===== src/rts_cfg.svh =====
// Purpose: offsets, field positions, reset values and timing counts of the store
// Assumes: 10 MHz system clock
// Notes:   byte addresses on the register bus
`ifndef RTS_CFG_SVH
`define RTS_CFG_SVH

`define RTS_CLK_KHZ        10000
`define RTS_CIRC_NS        82030
`define RTS_CIRC_BITS      42
`define RTS_WORD_BITS      14
`define RTS_BIT_CYC        ((`RTS_CLK_KHZ * `RTS_CIRC_NS) / (1000000 * `RTS_CIRC_BITS))
`define RTS_RT_STEP_NS     246100
`define RTS_RT_CIRCS       (`RTS_RT_STEP_NS / `RTS_CIRC_NS)
`define RTS_CD_STEP_NS     492200
`define RTS_CD_CIRCS       (`RTS_CD_STEP_NS / `RTS_CIRC_NS)
`define RTS_MS_CIRCS       12

`define RTS_OFF_RTIME      8'h00
`define RTS_OFF_VEL1_B     8'h04
`define RTS_OFF_VEL1_C     8'h08
`define RTS_OFF_VEL2_B     8'h0c
`define RTS_OFF_VEL2_C     8'h10
`define RTS_OFF_VEL3_B     8'h14
`define RTS_OFF_VEL3_C     8'h18
`define RTS_OFF_MS_CD      8'h1c
`define RTS_OFF_SS_CD      8'h20
`define RTS_OFF_ML_CD      8'h24
`define RTS_OFF_INT_PEND   8'h28
`define RTS_OFF_INT_LIMIT  8'h2c
`define RTS_OFF_IN_REQ     8'h30

`define RTS_INT_SS         0
`define RTS_INT_ML         1
`define RTS_INT_EXT_LSB    2
`define RTS_WORD_RST       14'h0000
`define RTS_AXI_OKAY       2'b00
`define RTS_AXI_SLVERR     2'b10

`endif


===== src/rts_pkg.sv =====
// Purpose: types shared by the store and its serializer
// Assumes: nothing
// Notes:   channel and phase index the twelve word slots
package rts_pkg;
    typedef logic [13:0] word_t;
    typedef enum { CH_W, CH_X, CH_Y, CH_Z } chan_t;
    typedef enum { PH_A, PH_B, PH_C } phase_t;
    typedef enum { SER_IDLE, SER_WAIT_C, SER_SHIFT } ser_state_t;
endpackage : rts_pkg


===== src/ser_if.sv =====
// Purpose: load and shift link between store and serializer
// Assumes: one clock
// Notes:   bit_tick marks each bit time, one pulse every 19 clocks
`timescale 1ns/1ns
`default_nettype none
interface ser_if;
    import rts_pkg::*;
    logic  load;
    word_t word;
    logic  bit_tick;
    logic  busy;
    logic  sdata;
    logic  svalid;
    modport ctl (output load, output word, output bit_tick, input busy, input sdata, input svalid);
    modport ser (input load, input word, input bit_tick, output busy, output sdata, output svalid);
endinterface : ser_if
`default_nettype wire


===== src/serializer.sv =====
// Purpose: shift one parallel word out lsb first at the bit rate
// Assumes: load only while not busy
// Notes:   one bit per bit_tick
`timescale 1ns/1ns
`default_nettype none
module serializer
    import rts_pkg::*;
(
    input  wire logic clk_i,
    input  wire logic rstn_i,
    ser_if.ser        s
);
    word_t      sh_reg,  sh_next;
    logic [3:0] cnt_reg, cnt_next;
    logic       bit_reg, bit_next;
    logic       vld_reg, vld_next;

    always_comb begin
        sh_next  = sh_reg;
        cnt_next = cnt_reg;
        bit_next = bit_reg;
        vld_next = vld_reg;
        if (s.load && cnt_reg == 4'h0) begin
            sh_next  = s.word;
            cnt_next = 4'he;
        end else if (s.bit_tick) begin
            vld_next = (cnt_reg != 4'h0);
            bit_next = (cnt_reg != 4'h0) ? sh_reg[0] : 1'b0;
            if (cnt_reg != 4'h0) begin
                sh_next  = {1'b0, sh_reg[13:1]};
                cnt_next = cnt_reg - 4'h1;
            end
        end
    end

    always_ff @(posedge clk_i or negedge rstn_i) begin
        if (!rstn_i) begin
            sh_reg  <= 14'h0000;
            cnt_reg <= 4'h0;
            bit_reg <= 1'b0;
            vld_reg <= 1'b0;
        end else begin
            sh_reg  <= sh_next;
            cnt_reg <= cnt_next;
            bit_reg <= bit_next;
            vld_reg <= vld_next;
        end
    end

    assign s.busy   = (cnt_reg != 4'h0);
    assign s.sdata  = bit_reg;
    assign s.svalid = vld_reg;
endmodule : serializer
`default_nettype wire


===== src/recirculating_timing_store.sv =====
// Purpose: triple-line recirculating word store with input serializer
// Assumes: AXI4-Lite master is the guidance computer's transfer path
// Notes:   word slots are modelled as flip-flops updated at slot passes and, for the delay count, on its bus write
`timescale 1ns/1ns
`default_nettype none
`include "rts_cfg.svh"
module recirculating_timing_store
    import rts_pkg::*;
#(
    parameter int VEL_INC_W = 4,
    parameter int N_EXT_INT = 11,
    parameter int N_IN      = 4
)(
    input  wire logic                   clk_i,
    input  wire logic                   rstn_i,
    input  wire logic [31:0]            s_axi_awaddr,
    input  wire logic                   s_axi_awvalid,
    output logic                        s_axi_awready,
    input  wire logic [31:0]            s_axi_wdata,
    input  wire logic [3:0]             s_axi_wstrb,
    input  wire logic                   s_axi_wvalid,
    output logic                        s_axi_wready,
    output logic [1:0]                  s_axi_bresp,
    output logic                        s_axi_bvalid,
    input  wire logic                   s_axi_bready,
    input  wire logic [31:0]            s_axi_araddr,
    input  wire logic                   s_axi_arvalid,
    output logic                        s_axi_arready,
    output logic [31:0]                 s_axi_rdata,
    output logic [1:0]                  s_axi_rresp,
    output logic                        s_axi_rvalid,
    input  wire logic                   s_axi_rready,
    input  wire logic [6*VEL_INC_W-1:0] vel_inc_i,
    input  wire logic [N_EXT_INT-1:0]   int_src_i,
    input  wire logic [N_IN*14-1:0]     par_word_i,
    input  wire logic [13:0]            ground_word_i,
    input  wire logic [13:0]            cmd_rx_word_i,
    input  wire logic                   ground_connected_i,
    output logic                        irq_o,
    output logic                        dac_delay_done_o,
    output logic                        acc_serial_o,
    output logic                        acc_serial_valid_o
);
    localparam int NS = 12;
    localparam int NI = 2 + N_EXT_INT;

    // word slots per line, index chan*3 + phase
    word_t      mem_reg  [3][NS];
    word_t      mem_next [3][NS];
    logic [5:0] bit_reg,  bit_next;
    logic [4:0] cyc_reg,  cyc_next;
    logic [1:0] rtd_reg,  rtd_next;
    logic [2:0] cdd_reg,  cdd_next;
    logic       ms_run_reg, ms_run_next;
    logic       done_reg,   done_next;
    logic       irq_reg,    irq_next;
    logic       zss_reg,    zss_next;
    logic       ld_ss_reg,  ld_ss_next;
    logic       ld_ml_reg,  ld_ml_next;
    word_t      ld_ss_val_reg, ld_ss_val_next;
    word_t      ld_ml_val_reg, ld_ml_val_next;
    logic [NI-1:0] ack_reg, ack_next;
    // bus slave state
    logic       aw_rdy_reg, aw_rdy_next;
    logic       bv_reg,     bv_next;
    logic [1:0] br_reg,     br_next;
    logic       ar_rdy_reg, ar_rdy_next;
    logic       rv_reg,     rv_next;
    logic [1:0] rr_reg,     rr_next;
    logic [31:0] rd_reg,    rd_next;
    // input request state
    ser_state_t st_reg,     st_next;
    logic [3:0] sel_reg,    sel_next;
    logic       load_reg,   load_next;
    word_t      lword_reg,  lword_next;

    logic       tick;
    logic       slot_end;
    logic       circ_end;
    phase_t     ph;
    logic [7:0] waddr;
    logic [7:0] raddr;
    logic       wr_go;
    logic       rd_go;
    logic [NI-1:0] src;

    ser_if sif ();

    serializer u_ser (
        .clk_i  (clk_i),
        .rstn_i (rstn_i),
        .s      (sif.ser)
    );

    function automatic word_t maj(input word_t a, input word_t b, input word_t c);
        maj = (a & b) | (b & c) | (a & c);
    endfunction : maj

    function automatic word_t vel(input logic [1:0] ln, input phase_t p);
        vel = mem_reg[ln][int'(CH_Z) * 3 + int'(p)];
    endfunction : vel

    assign tick     = (cyc_reg == 5'(`RTS_BIT_CYC - 1));
    assign slot_end = tick && (bit_reg == 6'd13 || bit_reg == 6'd27 || bit_reg == 6'd41);
    assign circ_end = tick && (bit_reg == 6'(`RTS_CIRC_BITS - 1));
    assign ph       = (bit_reg < 6'd14) ? PH_A : (bit_reg < 6'd28) ? PH_B : PH_C;
    assign waddr    = s_axi_awaddr[7:0];
    assign raddr    = s_axi_araddr[7:0];
    assign wr_go    = aw_rdy_reg;
    assign rd_go    = ar_rdy_reg;
    assign src      = {int_src_i, 2'b00};

    assign sif.load     = load_reg;
    assign sif.word     = lword_reg;
    assign sif.bit_tick = tick;

    always_comb begin
        word_t w;
        word_t v;
        logic [NI-1:0] pend;
        logic [NI-1:0] lim;
        w = '0;
        v = '0;
        pend = '0;
        lim = '0;
        mem_next      = mem_reg;
        bit_next      = bit_reg;
        cyc_next      = tick ? 5'd0 : cyc_reg + 5'd1;
        rtd_next      = rtd_reg;
        cdd_next      = cdd_reg;
        ms_run_next   = ms_run_reg;
        done_next     = done_reg;
        zss_next      = zss_reg;
        ld_ss_next    = ld_ss_reg;
        ld_ml_next    = ld_ml_reg;
        ld_ss_val_next = ld_ss_val_reg;
        ld_ml_val_next = ld_ml_val_reg;
        ack_next      = ack_reg;
        aw_rdy_next   = 1'b0;
        bv_next       = bv_reg && !s_axi_bready;
        br_next       = br_reg;
        ar_rdy_next   = 1'b0;
        rv_next       = rv_reg && !s_axi_rready;
        rr_next       = rr_reg;
        rd_next       = rd_reg;
        st_next       = st_reg;
        sel_next      = sel_reg;
        load_next     = 1'b0;
        lword_next    = lword_reg;

        if (tick) begin
            bit_next = circ_end ? 6'd0 : bit_reg + 6'd1;
        end
        if (circ_end) begin
            rtd_next = (rtd_reg == 2'(`RTS_RT_CIRCS - 1)) ? 2'd0 : rtd_reg + 2'd1;
            cdd_next = (cdd_reg == 3'(`RTS_CD_CIRCS - 1)) ? 3'd0 : cdd_reg + 3'd1;
        end

        // channels Y and Z served in every slot pass, W and X in phase C only
        if (slot_end) begin
            unique case (ph)
                PH_A: begin
                    w = maj(mem_reg[0][9], mem_reg[1][9], mem_reg[2][9]);
                    if (rtd_reg == 2'd0) begin
                        w = w + 14'h0001;
                    end
                    for (int l = 0; l < 3; l++) mem_next[l][9] = w;
                    w = maj(mem_reg[0][6], mem_reg[1][6], mem_reg[2][6]);
                    if (ms_run_reg) begin
                        w = w - 14'h0001;
                        if (w == 14'h0000) begin
                            ms_run_next = 1'b0;
                            done_next   = 1'b1;
                        end
                    end
                    for (int l = 0; l < 3; l++) mem_next[l][6] = w;
                end
                PH_B, PH_C: begin
                    w = maj(mem_reg[0][6 + int'(ph)], mem_reg[1][6 + int'(ph)],
                            mem_reg[2][6 + int'(ph)]);
                    if (cdd_reg == 3'd0) begin
                        // interrupt on passing zero
                        // switch-selector word is already wrapped by phase C, so remember it
                        if (w == 14'h0000 && ph == PH_B) zss_next = 1'b1;
                        w = w - 14'h0001;
                    end
                    if (ph == PH_B && ld_ss_reg) begin
                        w = ld_ss_val_reg;
                        ld_ss_next = 1'b0;
                    end
                    if (ph == PH_C && ld_ml_reg) begin
                        w = ld_ml_val_reg;
                        ld_ml_next = 1'b0;
                    end
                    for (int l = 0; l < 3; l++) mem_next[l][6 + int'(ph)] = w;
                    for (int l = 0; l < 3; l++) begin
                        v = 14'(vel_inc_i[(ph == PH_B ? l : 3 + (l + 1) % 3) * VEL_INC_W
                                          +: VEL_INC_W]);
                        mem_next[l][9 + int'(ph)] = mem_reg[l][9 + int'(ph)] + v;
                    end
                end
            endcase
            if (ph == PH_C) begin
                pend = NI'(maj(mem_reg[0][2], mem_reg[1][2], mem_reg[2][2]));
                lim  = NI'(maj(mem_reg[0][5], mem_reg[1][5], mem_reg[2][5]));
                if (zss_reg) pend[`RTS_INT_SS] = 1'b1;
                zss_next = 1'b0;
                if (cdd_reg == 3'd0 && mem_reg[0][8] == 14'h0000) pend[`RTS_INT_ML] = 1'b1;
                pend = pend | (src & ~lim);
                lim  = (lim & src) | ack_reg;
                pend = pend & ~ack_reg;
                ack_next = '0;
                for (int l = 0; l < 3; l++) begin
                    mem_next[l][2] = 14'(pend);
                    mem_next[l][5] = 14'(lim);
                end
            end
        end

        // write channel: both address and data taken together
        if (s_axi_awvalid && s_axi_wvalid && !aw_rdy_reg && !bv_reg) begin
            aw_rdy_next = 1'b1;
        end
        if (wr_go) begin
            bv_next = 1'b1;
            br_next = `RTS_AXI_OKAY;
            unique case (waddr)
                `RTS_OFF_MS_CD: begin
                    for (int l = 0; l < 3; l++) mem_next[l][6] = 14'(`RTS_MS_CIRCS);
                    ms_run_next = 1'b1;
                    done_next   = 1'b0;
                end
                `RTS_OFF_SS_CD: begin
                    ld_ss_next     = 1'b1;
                    ld_ss_val_next = s_axi_wdata[13:0];
                end
                `RTS_OFF_ML_CD: begin
                    ld_ml_next     = 1'b1;
                    ld_ml_val_next = s_axi_wdata[13:0];
                end
                `RTS_OFF_INT_LIMIT: ack_next = ack_reg | s_axi_wdata[NI-1:0];
                `RTS_OFF_IN_REQ: begin
                    if (st_reg == SER_IDLE) begin
                        sel_next = s_axi_wdata[3:0];
                        st_next  = SER_WAIT_C;
                    end
                end
                default: br_next = `RTS_AXI_SLVERR;
            endcase
        end

        if (s_axi_arvalid && !ar_rdy_reg && !rv_reg) begin
            ar_rdy_next = 1'b1;
        end
        if (rd_go) begin
            rv_next = 1'b1;
            rr_next = `RTS_AXI_OKAY;
            rd_next = 32'h0000_0000;
            unique case (raddr)
                `RTS_OFF_RTIME:     rd_next = {18'h0, maj(mem_reg[0][9], mem_reg[1][9],
                                                          mem_reg[2][9])};
                // one sensor per phase word, no voting
                `RTS_OFF_VEL1_B:    rd_next = {18'h0, vel(2'd0, PH_B)};
                `RTS_OFF_VEL1_C:    rd_next = {18'h0, vel(2'd2, PH_C)};
                `RTS_OFF_VEL2_B:    rd_next = {18'h0, vel(2'd1, PH_B)};
                `RTS_OFF_VEL2_C:    rd_next = {18'h0, vel(2'd0, PH_C)};
                `RTS_OFF_VEL3_B:    rd_next = {18'h0, vel(2'd2, PH_B)};
                `RTS_OFF_VEL3_C:    rd_next = {18'h0, vel(2'd1, PH_C)};
                `RTS_OFF_MS_CD:     rd_next = {18'h0, mem_reg[0][6]};
                `RTS_OFF_SS_CD:     rd_next = {18'h0, mem_reg[0][7]};
                `RTS_OFF_ML_CD:     rd_next = {18'h0, mem_reg[0][8]};
                `RTS_OFF_INT_PEND:  rd_next = {18'h0, mem_reg[0][2]};
                `RTS_OFF_INT_LIMIT: rd_next = {18'h0, mem_reg[0][5]};
                `RTS_OFF_IN_REQ:    rd_next = {27'h0, sif.busy, sel_reg};
                default:            rr_next = `RTS_AXI_SLVERR;
            endcase
        end

        // serial word starts on a phase B boundary only
        // one selected word to the single serializer
        unique case (st_reg)
            SER_IDLE: ;
            SER_WAIT_C: begin
                if (tick && bit_reg == 6'd13) begin
                    load_next = 1'b1;
                    st_next   = SER_IDLE;
                    if (sel_reg == 4'h0) begin
                        // real time out in phase B
                        lword_next = maj(mem_reg[0][9], mem_reg[1][9], mem_reg[2][9]);
                    end else if (sel_reg == 4'h1) begin
                        // ground link gates out command receiver
                        lword_next = ground_connected_i ? ground_word_i : cmd_rx_word_i;
                    end else if (sel_reg < 4'(2 + N_IN)) begin
                        lword_next = par_word_i[(int'(sel_reg) - 2) * 14 +: 14];
                    end else begin
                        lword_next = 14'h0000;
                    end
                end
            end
            SER_SHIFT: st_next = SER_IDLE;
        endcase
        irq_next = (maj(mem_next[0][2], mem_next[1][2], mem_next[2][2]) != 14'h0000);
    end

    always_ff @(posedge clk_i or negedge rstn_i) begin
        if (!rstn_i) begin
            // slot contents are not initialised; flops cleared for sim only
            for (int l = 0; l < 3; l++) begin
                for (int i = 0; i < NS; i++) mem_reg[l][i] <= `RTS_WORD_RST;
            end
            bit_reg <= 6'd0;
            cyc_reg <= 5'd0;
            rtd_reg <= 2'd0;
            cdd_reg <= 3'd0;
            ms_run_reg <= 1'b0;
            done_reg   <= 1'b0;
            irq_reg    <= 1'b0;
            zss_reg    <= 1'b0;
            ld_ss_reg  <= 1'b0;
            ld_ml_reg  <= 1'b0;
            ld_ss_val_reg <= 14'h0000;
            ld_ml_val_reg <= 14'h0000;
            ack_reg    <= '0;
            aw_rdy_reg <= 1'b0;
            bv_reg     <= 1'b0;
            br_reg     <= 2'b00;
            ar_rdy_reg <= 1'b0;
            rv_reg     <= 1'b0;
            rr_reg     <= 2'b00;
            rd_reg     <= 32'h0000_0000;
            st_reg     <= SER_IDLE;
            sel_reg    <= 4'h0;
            load_reg   <= 1'b0;
            lword_reg  <= 14'h0000;
        end else begin
            mem_reg    <= mem_next;
            bit_reg    <= bit_next;
            cyc_reg    <= cyc_next;
            rtd_reg    <= rtd_next;
            cdd_reg    <= cdd_next;
            ms_run_reg <= ms_run_next;
            done_reg   <= done_next;
            irq_reg    <= irq_next;
            zss_reg    <= zss_next;
            ld_ss_reg  <= ld_ss_next;
            ld_ml_reg  <= ld_ml_next;
            ld_ss_val_reg <= ld_ss_val_next;
            ld_ml_val_reg <= ld_ml_val_next;
            ack_reg    <= ack_next;
            aw_rdy_reg <= aw_rdy_next;
            bv_reg     <= bv_next;
            br_reg     <= br_next;
            ar_rdy_reg <= ar_rdy_next;
            rv_reg     <= rv_next;
            rr_reg     <= rr_next;
            rd_reg     <= rd_next;
            st_reg     <= st_next;
            sel_reg    <= sel_next;
            load_reg   <= load_next;
            lword_reg  <= lword_next;
        end
    end

    // velocity lsb is 0.05 m/s; counts are raw
    assign s_axi_awready      = aw_rdy_reg;
    assign s_axi_wready       = aw_rdy_reg;
    assign s_axi_bvalid       = bv_reg;
    assign s_axi_bresp        = br_reg;
    assign s_axi_arready      = ar_rdy_reg;
    assign s_axi_rvalid       = rv_reg;
    assign s_axi_rresp        = rr_reg;
    assign s_axi_rdata        = rd_reg;
    assign irq_o              = irq_reg;
    assign dac_delay_done_o   = done_reg;
    assign acc_serial_o       = sif.sdata;
    assign acc_serial_valid_o = sif.svalid;
endmodule : recirculating_timing_store
`default_nettype wire


===== config.mk =====
export PLATFORM = sky130hd
export DESIGN_NAME = recirculating_timing_store
export DESIGN_NICKNAME = d
export VERILOG_FILES = /design/src/rts_pkg.sv /design/src/ser_if.sv /design/src/serializer.sv /design/src/recirculating_timing_store.sv
export VERILOG_INCLUDE_DIRS = /design/src
export SDC_FILE = /design/constraint.sdc
export NUM_CORES = 1
export LEC_CHECK = 0
export BUFFER_PORTS_ARGS = -buffer_cell sky130_fd_sc_hd__buf_2
export CORE_MARGIN = 5
export CORE_UTILIZATION = 50
export CTS_CLUSTER_DIAMETER = 150
export DETAILED_ROUTE_END_ITERATION = 10
export PLACE_DENSITY = 0.72
export RECOVER_POWER = 25
export SLEW_MARGIN = 20
export SYNTH_ARGS = -nofsm -noshare
export SYNTH_HDL_FRONTEND = slang
export SYNTH_SLANG_ARGS = --single-unit

===== constraint.sdc =====
create_clock -name clk_i -period 5.8 [get_ports clk_i]
set_input_delay 0 -clock clk_i [delete_from_list [all_inputs] [get_ports clk_i]]
set_output_delay 0 -clock clk_i [all_outputs]
set_load 0.1 [all_outputs]

==> results.md <==
- Status: finished with violations
- Failing checks: capacitance limit, slew limit
- Initial antenna violation count: 1
- CP max FO: 19
- Critical R2R Launch: sel_reg[1]$_DFFE_PN0P_
- Crit path from: sel_reg[1]$_DFFE_PN0P_
- Worst-path clk slew: around 0.060 ns
- CTS tree: yes
- Clock Sinks: 456
- Drt first-iter violations: between 2000 and 3000
- DRC: 0
- Sequential share of the synthesized area: 0.419
- Worst setup margin: 0.678 ns
- Number of flip-flops in the largest register: around 300
- Initial DRT Pass Iterations: 6
- Core outline area: between 50000 and 60000 um^2
- Total CTS buffers: 47
- Root buf cell: clkbuf_16
- Primary FF master, synth: dfrtp_1
- CTS H-tree lvls: 2
- Fraction of registers with async set/reset: 1.00
- Final setup viols: 0
- DR vias: 24800
- Logic pwr share: 0.161
- Slew @ Worst Pin: approximately 3.6 ns
- Cells after Synth: 2975
- WS Path Type: reg2reg
- WL/cell: ~23 um
- Final net count: between 3000 and 4000
- Slew headroom: -1.43
- Hold Vio Cnt, Final: 0
- Clock power frac: 0.408
- Area leader, netlist: dfrtp_1
- Layout cells sized above 1: 0.149
- RSZ-0062 raised after global routing: false
- Flop2flop setup slack: between 0.6 and 0.7 ns
- Hold WC Path Type: in2reg
- Hpwl dp: about 64 mm
- Max Clock Skew: approximately 0.026 ns
- Pwr dens: 251 nW/um^2
- Peak Freq: approximately 0.2 GHz
- Required time worst endpoint: 6.26 ns
- Max cap viols: 3
- DIE HEIGHT: 243 um
- CP Capture Point: lword_reg[8]$_DFFE_PN0P_
- Total power: 0.00766 W
- Port buffer count: about 180
- Min Tclk post-route: between 5 and 6 ns
- Dpl ws: 0.615 ns
- R2R depth: 16
- RD Place Congestion: 0.951
- Setup crit start kind: flip-flop
- Most frequent cells in the layout: dfrtp_1 (455), nand2_1 (430), nor2_1 (254)
- TNS Setup: 0 ns
- # Post-CTS Setup Buffers: 0
- Maximum number of pins on one net before global-route repair: around 180
- #FFs+latches synth: approximately 460
- Period Utilization, post-route: 0.883
- Synthesized area: 27200 um^2
- Most common cell after layout, fill and taps aside: dfrtp_1
- GRT Total Usage: 0.292
- Post-synth EDFFs: 0
- Total die area: 59200 um^2
- First-pass GRT wire length: 139 mm
- Synth-to-Final Area Change: 11.9%
- Vias in the first global route: 23900
- Reg2reg end: lword_reg[8]$_DFFE_PN0P_
- Leakage: roughly 14 nW
- Clock Latency Late Sink: about 0.59 ns
- Max Slew Vio Count: between 200 and 250
- Die Width: approximately 240 um
- Top-area cell type share of the netlist area: 0.419
- Min Hold Slack: between 0.015 and 0.02 ns
- Worst setup EP type: flip-flop
- Ranking of synthesized cells by area: dfrtp_1 (42%), nand2_1 (6.0%), o21ai_0 (4.3%)
- Max VDD drop: approximately 340 uV
- ANT nets after route: 0
- Yosys Warn Count: 0
- Seq pwr share: 0.431
- Vias/cell: between 6 and 7
- Syn avg cell area: slightly above 9 um^2
- Post-Route WL: about 90 mm
- Gr ovfl total: 0
- Switch Pwr: 0.00231 W
- Distinct cell type count after synthesis: around 100
- Io pins: 272
- Number of cell rows: 85
- Worst path arrival time: 5.58 ns
- Initial core utilization: 0.505
- Sw Share: 0.301
- Pint: between 0.005 and 0.006 W
- Clock buffer depth: 3
stage by stage:
| stage | utilization | cell area [um^2] | std cells |
|---|---|---|---|
| after detailed placement | 0.526 | 28400 | 3677 |
| after global routing | 0.565 | 30500 | 3820 |
| final | 0.565 | 30500 | 3822 |
| after global placement | 0.526 | 28400 | 3677 |
| after CTS | 0.566 | 30500 | 3820 |
| after floorplan | - | 27300 | 2994 |
worst min-delay path by stage:
stage / depth (start not counted) / end / startpoint / slack [ns]
6_report: 6 / mem_reg[170]$_DFFE_PN0P_ / vel_inc_i[6] / 0.02
5_1_grt: 6 / mem_reg[16]$_DFFE_PN0P_ / vel_inc_i[10] / 0.08
4_1_cts: 5 / lword_reg[7]$_DFFE_PN0P_ / par_word_i[27] / 0.007
3_5_place_dp: 1 / lword_reg[11]$_DFFE_PN0P_ / rstn_i / -0.005
3_3_place_gp: 1 / lword_reg[11]$_DFFE_PN0P_ / rstn_i / -0.01
2_1_floorplan: 0 / ack_reg[0]$_DFF_PN0_ / rstn_i / -0.30
cell usage after synthesis (all sizes together), types with 20 or more instances:
cell type and number:
nand3 54, dfrtp 456, nor3 53, buf 82, mux2i 101, a21o 71
maj3 36, o21ai 248, a31oi 23, nand4 20, and2 28, nor2 256
a22o 36, o221a 25, xnor2 53, a221oi 42, a221o 34, o31ai 23
a21oi 213, mux2 75, mux4 26, o22ai 26, nand2 433, clkbuf 154
inv 65, xor2 34, nor4 21, o21a 38, ha 32
cell type report:
| type | count | area, um^2 |
|---|---|---|
| clock inverters | 27 | 258 |
| well taps | 696 | 871 |
| clock buffers | 59 | 1320 |
| diodes | 2 | 5.00 |
| fillers | 4692 | 23500 |
| multi-input cells | 2235 | 14600 |
| inverters | 67 | 251 |
| flip-flops and latches | 456 | 11400 |
| repair buffers | 280 | 1760 |
worst max-delay path, stage by stage (launching register included):
cell      delay [ns]
dfrtp_1         0.45
inv_1           0.13
ha_1            0.28
xor2_1          0.22
ha_1            0.32
inv_1           0.05
fa_1            0.52
inv_1           0.04
ha_1            0.33
nor2b_1         0.15
o21ai_0         0.18
nor3b_1         0.48
or3_1           0.53
nand2_2         0.36
nor3_1          0.36
a221oi_1        0.16
o41ai_1         0.40
power groups by stage:
| stage | Clock [W] | Sequential, W | Combinational, W |
|---|---|---|---|
| 2_1_floorplan | 0 | 0.00364 | 0.000523 |
| 3_3_place_gp | 0 | 0.00335 | 0.00119 |
| 3_5_place_dp | 0 | 0.00335 | 0.00120 |
| 4_1_cts | 0.00317 | 0.00329 | 0.00123 |
| 5_1_grt | 0.00329 | 0.00330 | 0.00131 |
| 6_report | 0.00313 | 0.00330 | 0.00123 |
routing by layer:
metal / vias up / global-route usage / share of wire
met5: - / 0 / 0
met4: 0 / 0.105 / 0.039
met3: 224 / 0.0540 / 0.097
met2: 1361 / 0.455 / 0.45
met1: 12200 / 0.412 / 0.41
li1: 11000 / - / -
timing repair:
item                                   in CTS  in global routing
setup endpoints to repair                   0                  3
gates resized for setup                     0                  1
endpoints found under the hold margin     195                  0
hold buffers                               57                  0
logic make-up after synthesis:
family / after synthesis / synth area share
compound gates: 903 / 0.223
xor+xnor: 87 / 0.0280
fa+ha+maj: 74 / 0.0324
buf+inv: 303 / 0.0497
flops: 456 / 0.419
mux: 202 / 0.0897
other cells: 1 / 0.000138
simple gates: 949 / 0.157
(Power assumes the default switching activity.)
